## src/hw/smcg_regs.vh

```
// Purpose: constants for the sleep mode clock gating block
// Assumes: APB register map, 32-bit data, one aligned word each
// Notes:   included by the APB register and sleep controller files
`ifndef SMCG_REGS_VH
`define SMCG_REGS_VH

// register byte addresses
`define SMCG_ADDR_CTRL      8'h00
`define SMCG_ADDR_TMASK     8'h04
`define SMCG_ADDR_STATUS    8'h08
`define SMCG_ADDR_STARTUP   8'h0C

// control register fields
`define SMCG_CTRL_SE_BIT    3
`define SMCG_CTRL_SM_LSB    0
`define SMCG_CTRL_SM_MSB    2
`define SMCG_CTRL_AS2_BIT   4
`define SMCG_CTRL_XTAL_BIT  5

// timer interrupt mask fields
`define SMCG_TMASK_OVF_BIT  0
`define SMCG_TMASK_CMP_BIT  1

// sleep mode select encodings
`define SMCG_SM_IDLE        3'h0
`define SMCG_SM_ADCNR       3'h1
`define SMCG_SM_PDOWN       3'h2
`define SMCG_SM_PSAVE       3'h3
`define SMCG_SM_RSV4        3'h4
`define SMCG_SM_RSV5        3'h5
`define SMCG_SM_STBY        3'h6
`define SMCG_SM_XSTBY       3'h7

// timing in cycles
`define SMCG_HALT_CYCLES    16'h0004
`define SMCG_STBY_CYCLES    16'h0006
`define SMCG_STARTUP_RESET  16'h0040

`endif

```

## src/hw/smcg_apb_regs.v

```verilog
// Purpose: APB slave holding the sleep control registers
// Assumes: zero wait states, 32-bit data
// Notes:   unmapped addresses read zero and report pslverr
`include "smcg_regs.vh"
module smcg_apb_regs (
    input  wire        core_clk,
    input  wire        reset,
    input  wire        psel,
    input  wire        penable,
    input  wire        pwrite,
    input  wire [7:0]  paddr,
    input  wire [31:0] pwdata,
    output reg  [31:0] prdata,
    output wire        pready,
    output wire        pslverr,
    input  wire        se_clear,
    input  wire [7:0]  status_in,
    output reg  [5:0]  ctrl_reg,
    output reg  [1:0]  tmask_reg,
    output reg  [15:0] startup_reg
);

wire access_en = psel & penable;
wire mapped    = (paddr == `SMCG_ADDR_CTRL) | (paddr == `SMCG_ADDR_TMASK) |
                 (paddr == `SMCG_ADDR_STATUS) | (paddr == `SMCG_ADDR_STARTUP);

assign pready  = 1'b1;
assign pslverr = access_en & ~mapped;

////////////////////////////////////////////////////////////////////////////////
always @(posedge core_clk) begin
    if (reset) begin
        ctrl_reg    <= 6'h00;
        tmask_reg   <= 2'h0;
        startup_reg <= `SMCG_STARTUP_RESET;
    end else begin
        if (access_en && pwrite && paddr == `SMCG_ADDR_CTRL)
            ctrl_reg <= pwdata[5:0];
        else if (se_clear)
            ctrl_reg[`SMCG_CTRL_SE_BIT] <= 1'b0;
        if (access_en && pwrite && paddr == `SMCG_ADDR_TMASK)
            tmask_reg <= pwdata[1:0];
        if (access_en && pwrite && paddr == `SMCG_ADDR_STARTUP)
            startup_reg <= pwdata[15:0];
    end
end

always @* begin
    case (paddr)
        `SMCG_ADDR_CTRL:    prdata = {26'h0000000, ctrl_reg};
        `SMCG_ADDR_TMASK:   prdata = {30'h00000000, tmask_reg};
        `SMCG_ADDR_STATUS:  prdata = {24'h000000, status_in};
        `SMCG_ADDR_STARTUP: prdata = {16'h0000, startup_reg};
        default:            prdata = 32'h00000000;
    endcase
end

endmodule // smcg_apb_regs

```

## src/hw/smcg_sleep_ctrl.v

```verilog
// Purpose: sleep mode controller with clock gating and wake timing
// Assumes: one clock core_clk, synchronous active-high reset
// Notes:   gates are enables for downstream clock gate cells
//
// Operation
// - sleep only when sleep enable set
// - select 000 idle, 001 adc, 010 powerdown
// - wake holds cpu four extra cycles
// - power-down wake waits fuse start-up period
// - select 011 is power-save
// - power-save keeps timer2 running when async
// - timer2 wake needs mask and global enable
// - timer2 undefined in power-save unless async
// - power-save stops all but async clock
// - select 110 with crystal is standby
// - select 111 with crystal is extended standby
// - standby modes wake in six cycles
// - per-mode clock gating table
// - async clock and osc only with async bit (async clock also runs while awake and in idle and adc without it)
// - deep modes wake on irq2 or levels
// - standby modes need crystal clock source
// - encodings 100 and 101 are reserved
//
// Added by the designer: register access over APB and the placing of the registers.
`include "smcg_regs.vh"
module smcg_sleep_ctrl (
    input  wire        core_clk,
    input  wire        reset,
    input  wire        psel,
    input  wire        penable,
    input  wire        pwrite,
    input  wire [7:0]  paddr,
    input  wire [31:0] pwdata,
    output wire [31:0] prdata,
    output wire        pready,
    output wire        pslverr,
    input  wire        sleep_instr,
    input  wire        global_irq_enable,
    input  wire        irq_pending,
    input  wire        ext_irq_zero,
    input  wire        ext_irq_one,
    input  wire        ext_irq_two,
    input  wire        ext_irq_zero_level,
    input  wire        ext_irq_one_level,
    input  wire        two_wire_match,
    input  wire        timer2_overflow,
    input  wire        timer2_compare,
    input  wire        spm_ready,
    input  wire        adc_done,
    input  wire        other_io_irq,
    output reg         core_clock_en,
    output reg         program_memory_clock_en,
    output reg         peripheral_io_clock_en,
    output reg         converter_clock_en,
    output reg         async_timer_clock_en,
    output reg         main_osc_en,
    output reg         timer_osc_en,
    output reg         cpu_halt,
    output reg         wake_event,
    output reg         timer2_undefined
);

localparam ST_RUN   = 2'h0;
localparam ST_SLEEP = 2'h1;
localparam ST_START = 2'h2;
localparam ST_HALT  = 2'h3;

////////////////////////////////////////////////////////////////////////////////
// register file
wire [5:0]  ctrl_reg;
wire [1:0]  tmask_reg;
wire [15:0] startup_reg;
reg  [1:0]  state_reg;
reg  [2:0]  mode_reg;
reg         se_clear;
wire [7:0]  status_word;

assign status_word = {3'h0, timer2_undefined, mode_reg, state_reg != ST_RUN};

smcg_apb_regs u_regs (
    .core_clk    (core_clk),
    .reset       (reset),
    .psel        (psel),
    .penable     (penable),
    .pwrite      (pwrite),
    .paddr       (paddr),
    .pwdata      (pwdata),
    .prdata      (prdata),
    .pready      (pready),
    .pslverr     (pslverr),
    .se_clear    (se_clear),
    .status_in   (status_word),
    .ctrl_reg    (ctrl_reg),
    .tmask_reg   (tmask_reg),
    .startup_reg (startup_reg)
);

wire       sleep_enable_bit       = ctrl_reg[`SMCG_CTRL_SE_BIT];
wire [2:0] sleep_mode_select      = ctrl_reg[`SMCG_CTRL_SM_MSB:`SMCG_CTRL_SM_LSB];
wire       timer2_async_clock_bit = ctrl_reg[`SMCG_CTRL_AS2_BIT];
wire       xtal_source            = ctrl_reg[`SMCG_CTRL_XTAL_BIT];

////////////////////////////////////////////////////////////////////////////////
// input synchronisers for pins and async-timer events
wire [5:0] raw_async = {timer2_compare, timer2_overflow, ext_irq_one_level,
                        ext_irq_zero_level, ext_irq_two, two_wire_match};
wire [5:0] sync_async;

smcg_sync2 #(.WIDTH(6)) u_sync (
    .core_clk (core_clk),
    .reset    (reset),
    .async_in (raw_async),
    .sync_out (sync_async)
);

wire s_twi   = sync_async[0];
wire s_irq2  = sync_async[1];
wire s_lvl0  = sync_async[2];
wire s_lvl1  = sync_async[3];
wire s_t2ovf = sync_async[4];
wire s_t2cmp = sync_async[5];

////////////////////////////////////////////////////////////////////////////////
// mode decode
function valid_mode;
    input [2:0] sm;
    input       xtal;
    begin
        case (sm)
            `SMCG_SM_IDLE, `SMCG_SM_ADCNR,
            `SMCG_SM_PDOWN, `SMCG_SM_PSAVE: valid_mode = 1'b1;
            `SMCG_SM_STBY, `SMCG_SM_XSTBY:  valid_mode = xtal;
            default:                        valid_mode = 1'b0;
        endcase
    end
endfunction

function has_async;
    input [2:0] sm;
    begin
        has_async = (sm == `SMCG_SM_PSAVE) || (sm == `SMCG_SM_XSTBY);
    end
endfunction

wire sleep_take = sleep_instr && sleep_enable_bit &&
                  valid_mode(sleep_mode_select, xtal_source);

////////////////////////////////////////////////////////////////////////////////
// wake qualification
reg wake_src;
always @* begin
    wake_src = 1'b0;
    case (mode_reg)
        `SMCG_SM_IDLE:
            wake_src = irq_pending | ext_irq_zero | ext_irq_one | s_irq2 |
                       s_twi | s_t2ovf | s_t2cmp | spm_ready | adc_done |
                       other_io_irq;
        `SMCG_SM_ADCNR:
            wake_src = s_irq2 | s_lvl0 | s_lvl1 | s_twi | s_t2ovf | s_t2cmp |
                       spm_ready | adc_done;
        `SMCG_SM_PDOWN, `SMCG_SM_STBY:
            wake_src = s_irq2 | s_lvl0 | s_lvl1 | s_twi;
        `SMCG_SM_PSAVE, `SMCG_SM_XSTBY:
            wake_src = s_irq2 | s_lvl0 | s_lvl1 | s_twi |
                       (timer2_async_clock_bit & global_irq_enable &
                        ((s_t2ovf & tmask_reg[`SMCG_TMASK_OVF_BIT]) |
                         (s_t2cmp & tmask_reg[`SMCG_TMASK_CMP_BIT])));
        default:
            wake_src = 1'b0;
    endcase
end

////////////////////////////////////////////////////////////////////////////////
// sleep sequencer
reg [15:0] count_reg;
reg [1:0]  state_next;
reg [2:0]  mode_next;
reg [15:0] count_next;
reg        se_clear_next;
reg        wake_event_next;
reg        timer2_undefined_next;

always @* begin
    state_next            = state_reg;
    mode_next             = mode_reg;
    count_next            = count_reg;
    se_clear_next         = 1'b0;
    wake_event_next       = 1'b0;
    timer2_undefined_next = timer2_undefined;
    case (state_reg)
        ST_RUN: begin
            if (sleep_take) begin
                state_next = ST_SLEEP;
                mode_next  = sleep_mode_select;
                if (sleep_mode_select == `SMCG_SM_PSAVE)
                    timer2_undefined_next = ~timer2_async_clock_bit;
            end
        end
        ST_SLEEP: begin
            if (wake_src) begin
                wake_event_next = 1'b1;
                case (mode_reg)
                    `SMCG_SM_PDOWN, `SMCG_SM_PSAVE: begin
                        state_next = ST_START;
                        count_next = startup_reg;
                    end
                    `SMCG_SM_STBY, `SMCG_SM_XSTBY: begin
                        state_next = ST_START;
                        count_next = `SMCG_STBY_CYCLES;
                    end
                    default: begin
                        state_next = ST_HALT;
                        count_next = `SMCG_HALT_CYCLES;
                    end
                endcase
            end
        end
        ST_START: begin
            if (count_reg <= 16'h0001) begin
                state_next = ST_HALT;
                count_next = `SMCG_HALT_CYCLES;
            end else begin
                count_next = count_reg - 16'h0001;
            end
        end
        ST_HALT: begin
            if (count_reg <= 16'h0001) begin
                state_next    = ST_RUN;
                se_clear_next = 1'b1;
            end else begin
                count_next = count_reg - 16'h0001;
            end
        end
        default: state_next = ST_RUN;
    endcase
end

always @(posedge core_clk) begin
    if (reset) begin
        state_reg        <= ST_RUN;
        mode_reg         <= `SMCG_SM_IDLE;
        count_reg        <= 16'h0000;
        se_clear         <= 1'b0;
        wake_event       <= 1'b0;
        timer2_undefined <= 1'b0;
    end else begin
        state_reg        <= state_next;
        mode_reg         <= mode_next;
        count_reg        <= count_next;
        se_clear         <= se_clear_next;
        wake_event       <= wake_event_next;
        timer2_undefined <= timer2_undefined_next;
    end
end

////////////////////////////////////////////////////////////////////////////////
// per-mode domain decode
function io_kept;
    input [2:0] sm;
    begin
        io_kept = (sm == `SMCG_SM_IDLE);
    end
endfunction

function adc_kept;
    input [2:0] sm;
    begin
        adc_kept = (sm == `SMCG_SM_IDLE) || (sm == `SMCG_SM_ADCNR);
    end
endfunction

function osc_kept;
    input [2:0] sm;
    begin
        osc_kept = adc_kept(sm) || (sm == `SMCG_SM_STBY) || (sm == `SMCG_SM_XSTBY);
    end
endfunction

function tosc_stopped;
    input [2:0] sm;
    begin
        tosc_stopped = (sm == `SMCG_SM_PDOWN) || (sm == `SMCG_SM_STBY);
    end
endfunction

////////////////////////////////////////////////////////////////////////////////
// clock domain enables
wire asleep    = (state_reg == ST_SLEEP);
wire gated     = asleep || (state_reg == ST_START);
wire halt_last = (state_reg == ST_HALT) && (count_reg <= 16'h0001);

reg core_clock_en_next;
reg program_memory_clock_en_next;
reg peripheral_io_clock_en_next;
reg converter_clock_en_next;
reg async_timer_clock_en_next;
reg main_osc_en_next;
reg timer_osc_en_next;
reg cpu_halt_next;

always @* begin
    cpu_halt_next                = (state_reg != ST_RUN) && !halt_last;
    core_clock_en_next           = !gated;
    program_memory_clock_en_next = !gated;
    peripheral_io_clock_en_next  = !gated || io_kept(mode_reg);
    converter_clock_en_next      = !gated || adc_kept(mode_reg);
    async_timer_clock_en_next    = !gated || adc_kept(mode_reg) ||
                                   (has_async(mode_reg) && timer2_async_clock_bit);
    main_osc_en_next             = !asleep || osc_kept(mode_reg);
    timer_osc_en_next            = timer2_async_clock_bit &&
                                   (!gated || !tosc_stopped(mode_reg));
end

always @(posedge core_clk) begin
    if (reset) begin
        core_clock_en           <= 1'b1;
        program_memory_clock_en <= 1'b1;
        peripheral_io_clock_en  <= 1'b1;
        converter_clock_en      <= 1'b1;
        async_timer_clock_en    <= 1'b1;
        main_osc_en             <= 1'b1;
        timer_osc_en            <= 1'b1;
        cpu_halt                <= 1'b0;
    end else begin
        cpu_halt                <= cpu_halt_next;
        core_clock_en           <= core_clock_en_next;
        program_memory_clock_en <= program_memory_clock_en_next;
        peripheral_io_clock_en  <= peripheral_io_clock_en_next;
        converter_clock_en      <= converter_clock_en_next;
        async_timer_clock_en    <= async_timer_clock_en_next;
        main_osc_en             <= main_osc_en_next;
        timer_osc_en            <= timer_osc_en_next;
    end
end

endmodule // smcg_sleep_ctrl

```

## src/hw/smcg_sync2.v

```verilog
// Purpose: two flip-flop synchroniser for asynchronous inputs
// Assumes: destination clock is core_clk
// Notes:   first stage feeds only the second stage
module smcg_sync2 #(
    parameter WIDTH = 1
) (
    input  wire             core_clk,
    input  wire             reset,
    input  wire [WIDTH-1:0] async_in,
    output wire [WIDTH-1:0] sync_out
);

reg [WIDTH-1:0] meta_reg;
reg [WIDTH-1:0] sync_reg;

always @(posedge core_clk) begin
    if (reset) begin
        meta_reg <= {WIDTH{1'b0}};
        sync_reg <= {WIDTH{1'b0}};
    end else begin
        meta_reg <= async_in;
        sync_reg <= meta_reg;
    end
end

assign sync_out = sync_reg;

endmodule // smcg_sync2

```

## config.mk

```make
export PLATFORM = sky130hd
export DESIGN_NAME = smcg_sleep_ctrl
export DESIGN_NICKNAME = d
export VERILOG_FILES = /design/src/hw/smcg_apb_regs.v /design/src/hw/smcg_sleep_ctrl.v /design/src/hw/smcg_sync2.v
export VERILOG_INCLUDE_DIRS = /design/src /design/src/hw
export SDC_FILE = /design/constraint.sdc
export NUM_CORES = 1
export LEC_CHECK = 0
export ABC_AREA = 1
export BUFFER_PORTS_ARGS = -buffer_cell sky130_fd_sc_hd__buf_2
export CORE_ASPECT_RATIO = 2
export CORE_MARGIN = 2
export CORE_UTILIZATION = 50
export CTS_CLUSTER_DIAMETER = 50
export DETAILED_ROUTE_END_ITERATION = 16
export PLACE_DENSITY = 0.76
export SYNTH_ARGS = -nofsm -noshare
export SYNTH_HDL_FRONTEND = slang
export SYNTH_HIERARCHICAL = 1
export SYNTH_SLANG_ARGS = --single-unit
```

## constraint.sdc

```tcl
create_clock -name core_clk -period 2.2 [get_ports core_clk]
set_clock_uncertainty 0.05 [all_clocks]
set_input_delay 0.44 -clock core_clk [delete_from_list [all_inputs] [get_ports core_clk]]
set_output_delay 0.44 -clock core_clk [all_outputs]
set_load 0.05 [all_outputs]
```

Word level (Yosys, flattened, before mapping)
Index checks and enable logic that the tools add are counted.
{"block": "classes", "magnitude_cmp": 1, "n_reduce_logical": 45, "eq_ne": 21, "n_addsub": 1, "n_mux": 18, "bitwise": 31}
{"operator": "one-hot mux 16 bit (4 select lines)", "n": 1}
{"operator": "2-to-1 mux 16 bit", "n": 3}
{"operator": "one-hot mux 16 bit (3 select lines)", "n": 1}
{"operator": "one-hot mux 16 bit (2 select lines)", "n": 1}
{"operator": "OR 1 bit", "n": 21}
{"operator": "equality test 8 x 4 -> 1 bit, second input constant", "n": 2}
{"operator": "less-or-equal comparator 16 x 1 -> 1 bit, second input constant", "n": 1}
{"operator": "subtractor 16 x 1 -> 16 bit, second input constant", "n": 1}
{"operator": "OR reduction 2 bit", "n": 7}
{"operator": "equality test 3 x 2 -> 1 bit, second input constant", "n": 4}
{"operator": "equality test 3 bit, second input constant", "n": 4}
{"operator": "logical OR 1 bit", "n": 11}
{"operator": "logical AND 1 bit", "n": 10}
{"operator": "!= test 2 bit, second input constant", "n": 5}
{"operator": "equality test 8 x 3 -> 1 bit, second input constant", "n": 1}
{"operator": "logical NOT 8 bit", "n": 1}
{"operator": "2-to-1 mux 2 bit", "n": 4}
{"operator": "one-hot mux 2 bit (4 select lines)", "n": 1}
{"operator": "OR reduction 4 bit", "n": 2}
{"operator": "bitwise AND 1 bit", "n": 6}
{"operator": "equality test 3 x 1 -> 1 bit, second input constant", "n": 2}
{"operator": "logical NOT 3 bit", "n": 2}
{"operator": "AND reduction 3 bit", "n": 2}
{"operator": "2-to-1 mux 1 bit", "n": 5}
{"operator": "11 further kinds", "n": 19}
{"block": "word_totals", "elab_cells": 136, "input_bits": 59, "reg_bits": 67, "out_inout_bits": 44}

Depth between registers and ports, before layout
{"block": "logic_depth", "ltp_word": 12, "mapped_depth": 14, "mapped_depth_nobuf": 13}

Hierarchy
Netlist, hierarchy kept.
{"module": "smcg_sleep_ctrl", "n_inst": 1, "area_each_um2": 2124.5, "cells_per_inst": 349}
{"module": "smcg_apb_regs", "n_inst": 1, "area_each_um2": 1591.5, "cells_per_inst": 254}
{"module": "smcg_sync2", "n_inst": 1, "area_each_um2": 341.6, "cells_per_inst": 37}

Worst setup path before layout
OpenSTA, ideal clock, no wires.
{"block": "synth_path", "kind": "input port to output port", "startpoint": "input paddr[7]", "endpoint": "output prdata[10]", "path_buffers": 1, "cell_stages": 6, "setup_slack_ns": 0.006, "required_ns": 1.710, "t_arrival_ns": 1.704, "path_cell_list": "nor2_2 > nand2_4 > nor2_8 > buf_6 > inv_2 > nor2_1"}
{"block": "synth_via", "elab_chain_cells": 2, "word_cells_on_any_way": 5}
{"element": "from (decl)", "line": "smcg_sleep_ctrl.v:32", "text": "input wire [7:0] paddr,"}
{"element": "equality test 8 x 4 -> 1 bit, or another cell as far along", "line": "smcg_apb_regs.v:49", "text": "case (paddr)"}
{"element": "one-hot mux 16 bit (4 select lines) (*)", "line": "smcg_apb_regs.v:49"}
{"element": "to (decl)", "line": "smcg_sleep_ctrl.v:34", "text": "output wire [31:0] prdata,"}
Every way passes the cells marked *; elsewhere a longest branch is shown, timed or not.

Worst setup path after layout
{"block": "layout_path", "startpoint": "input paddr[7]", "endpoint": "output prdata[12]"}
Same word-level chain as after synthesis.

==> impl_metrics.csv <==
group,metric,value,unit
clock_tree,cts.htree.levels,3,
floorplanning,placeableCoreArea,7885,um^2
global_routing,first_global_vias,3579,
sta,slew_viol_final,0,
detailed_routing,drt-pass1-iter-count,5,
logic_synthesis,yosys.area.top_type_share,33.06,%
detailed_routing,number_of_design_rule_violations_left_by_the_first_detailed_router_iteration,198,
logic_synthesis,total_of_warnings_raised_by_yosys,6,
global_routing,grt-ovfl-total,0,
placement,pre_cts_slack,0.09560,ns
critical_path,top_fanout_value_on_the_critical_path,10,
run_status,outcome,"completed",
floorplanning,die_y,131.4,um
detailed_routing,vias_per_cell,4.847,
final_layout,post_route_cells_drive_above_1_share,20.73,%
placement,place_hpwl,6972,um
floorplanning,top_level_i_o_count,103,
critical_path,timing.rr.start,"count_reg[0]",
logic_synthesis,synthesis.instances,640,
global_routing,grt_first_pass_wirelength,15730,um
final_layout,final_layout_net_count,774,
detailed_routing,drtAntennaViolNets,0,
critical_path,crit_path_dat,1.65,ns
floorplanning,design.die.area,8896,um^2
sta,worst_slew_pin_slew,0.6975,ns
clock_tree,ctsLongestPathBuffers,2,
logic_synthesis,ys_types,33,
detailed_routing,drt-wirelength-per-cell,11.57,um
logic_synthesis,synth_edf_count,0,
critical_path,criticalPathCategory,"in2out",
floorplanning,floorplan.rows,46,
clock_tree,cts_root_buffer,"sky130_fd_sc_hd__clkbuf_16",
floorplanning,die-width,67.70,um
sta,report.final.setup_viol,0,
sta,period_needed,2.137,ns
clock_tree,cts.repair.resized,1,
hold_path,hold-path-cell-count,3,
sta,remaining_max_slew_budget_at_the_tightest_pin,53.45,%
logic_synthesis,synth_sequential_area_ratio,33.06,%
power_and_ir_drop,power.leakage,2.502,nW
logic_synthesis,ys_ff_latch,67,
logic_synthesis,synthesis.area_per_instance,6.340,um^2
critical_path,rr_worst_depth,13,
clock_tree,cts.sink_count,67,
clock_tree,cts_setup_buffers,0,
logic_synthesis,yosysTopAreaCell,"sky130_fd_sc_hd__dfxtp_1",
logic_synthesis,synth_flop_cell,"sky130_fd_sc_hd__dfxtp_1",
detailed_routing,totalWireLength,9368,um
clock_tree,tritoncts_clock_tree,"yes",
hold_path,hp-start,"timer2_compare",
job,max_cap_viol_count,0,
clock_tree,clock_latency,0.34,ns
placement,place_congestion,0.8928,
global_routing,initial_antenna_violation_count,0,
power_and_ir_drop,netsw,1.939,mW
sta,min_period_over_period,97.14,%
logic_synthesis,synth_common_cells,"sky130_fd_sc_hd__nand2_1 (199), sky130_fd_sc_hd__nor2_1 (93), sky130_fd_sc_hd__inv_1 (85), sky130_fd_sc_hd__dfxtp_1 (67), sky130_fd_sc_hd__nand3_1 (53)",
power_and_ir_drop,power.combinational.fraction,36.5,%
global_routing,grt_max_degree,49,
logic_synthesis,async_flop_share,0,%
final_layout,antennaDiodeCount,0,
sta,worst_slack,0.06289,ns
detailed_routing,drt_drc_violations_left,0,
floorplanning,initial_utilization,51.46,%
sta,fin_hold_ws,0.2537,ns
detailed_routing,vias,3926,
critical_path,setup.worst_path.start,"paddr[7]",
power_and_ir_drop,vdd_drop_max,0.0004671,V
placement,port_buffers,69,
power_and_ir_drop,p_int,3.197,mW
power_and_ir_drop,p_clk_share,35.1,%
critical_path,worst-endpoint-required,1.71,ns
logic_synthesis,yosys.cell_count.top_type,"sky130_fd_sc_hd__nand2_1",
sta,fmax,467.9,MHz
global_routing,grt_use_total,22.71,%
power_and_ir_drop,power_frac_seq,28.4,%
critical_path,r2r_end,"count_reg[13]",
logic_synthesis,syn_area,4058,um^2
power_and_ir_drop,swShare,37.75,%
clock_tree,cts_hold_buf,0,
logic_synthesis,synth.top_cells.by_area,"sky130_fd_sc_hd__dfxtp_1 (33%), sky130_fd_sc_hd__nand2_1 (18%), sky130_fd_sc_hd__nor2_1 (8.6%), sky130_fd_sc_hd__inv_1 (7.9%), sky130_fd_sc_hd__nand3_1 (6.5%)",
hold_path,holdCritPathClass,"in2reg",
clock_tree,number_of_buffers_created_by_cts,9,
power_and_ir_drop,power_density,1079,nW/um^2
clock_tree,clk_pin_slew,0.06,ns
sta,unrepaired_setup_endpoints_after_global_routing,"true",
critical_path,regToRegSetupSlack,0.35,ns
final_layout,area_growth,17.27,%
hold_path,min_delay_worst_endpoint,"u_sync/meta_reg[5]",
critical_path,critPathCaptureType,"output pin",
sta,timing.final.hold_violations,0,
critical_path,nature_of_the_critical_path_startpoint,"input port",
power by group through the flow:
stage	Combinational (mW)	Sequential (mW)	Clock, mW
after floorplan	1.59	1.52	0
after global placement	1.81	1.47	0
after detailed placement	1.85	1.48	0
after CTS	1.87	1.45	1.81
after global routing	2.12	1.47	1.87
final	1.87	1.46	1.80
metrics by stage:
step           instance area [um^2]  utilization (%)  cells  setup TNS [ns]  power [mW]
6_report                       4758            60.35    810               0       5.136
5_1_grt                        4758            60.35    810       -0.004125       5.465
4_1_cts                        4746            60.19    810               0       5.131
3_5_place_dp                   4368            55.40    794               0       3.329
3_3_place_gp                   4368            55.40    794               0       3.278
2_1_floorplan                  4121                -    657               0       3.113
final cells by class:
| type | count | area (um^2) |
|---|---|---|
| multi-input cells | 465 | 2156 |
| well taps | 96 | 120.1 |
| fillers | 721 | 3127 |
| clock inverters | 6 | 136.4 |
| repair buffers | 78 | 434.2 |
| inverters | 88 | 330.3 |
| clock buffers | 10 | 239.0 |
| flip-flops and latches | 67 | 1343 |
how the worst max path moves through the flow:
stage               depth (start not counted)    endpoint  slack [ns]
floorplan                                   6  prdata[10]       0.006
global placement                            9   prdata[0]        0.10
detailed placement                          8  prdata[12]         0.1
CTS                                         8   prdata[0]        0.04
global route                                8  prdata[12]      -0.004
finish                                      8  prdata[12]        0.06
cell usage in the layout (no fill, tap or decap), types with 2 or more instances in the layout:
| master | n |
|---|---|
| sky130_fd_sc_hd__o211ai_1 | 2 |
| sky130_fd_sc_hd__nor2_4 | 4 |
| sky130_fd_sc_hd__conb_1 | 20 |
| sky130_fd_sc_hd__o21ai_0 | 7 |
| sky130_fd_sc_hd__nand2_2 | 4 |
| sky130_fd_sc_hd__a21oi_1 | 28 |
| sky130_fd_sc_hd__nor2_1 | 92 |
| sky130_fd_sc_hd__clkbuf_16 | 9 |
| sky130_fd_sc_hd__bufinv_16 | 4 |
| sky130_fd_sc_hd__buf_2 | 67 |
| sky130_fd_sc_hd__inv_2 | 4 |
| sky130_fd_sc_hd__xor2_1 | 4 |
| sky130_fd_sc_hd__nor2_8 | 2 |
| sky130_fd_sc_hd__ha_1 | 6 |
| sky130_fd_sc_hd__nand2_1 | 199 |
| sky130_fd_sc_hd__nor2_2 | 34 |
| sky130_fd_sc_hd__inv_1 | 84 |
| sky130_fd_sc_hd__dfxtp_1 | 66 |
| sky130_fd_sc_hd__buf_4 | 8 |
| sky130_fd_sc_hd__nand3_1 | 53 |
worst max-delay path, stage by stage:
cell and delay (ns):
sky130_fd_sc_hd__buf_2 0.10, sky130_fd_sc_hd__nor2_2 0.14, sky130_fd_sc_hd__nand2_4 0.13, sky130_fd_sc_hd__nor2_8 0.22, sky130_fd_sc_hd__buf_12 0.15, sky130_fd_sc_hd__inv_2 0.06
sky130_fd_sc_hd__nor2_1 0.12, sky130_fd_sc_hd__buf_2 0.28
per-layer routing:
layer	global-route usage, %	wire length, um	part of all wire, %
met4	12.24	328	3.5
met1	24.93	3575	38
met2	39.16	5069	54
met5	0	0	0
met3	4.195	394	4.2
kinds of logic after synthesis:
kind of cell / share of synthesized area, %
flip-flops: 33.06
other: 0.2775
adder cells (fa/ha/maj): 1.850
XOR/XNOR: 0.8633
AO/OA/AOI/OAI: 5.242
buffers and inverters: 15.57
AND/OR/NAND/NOR: 43.14
(Power assumes the default switching activity.)
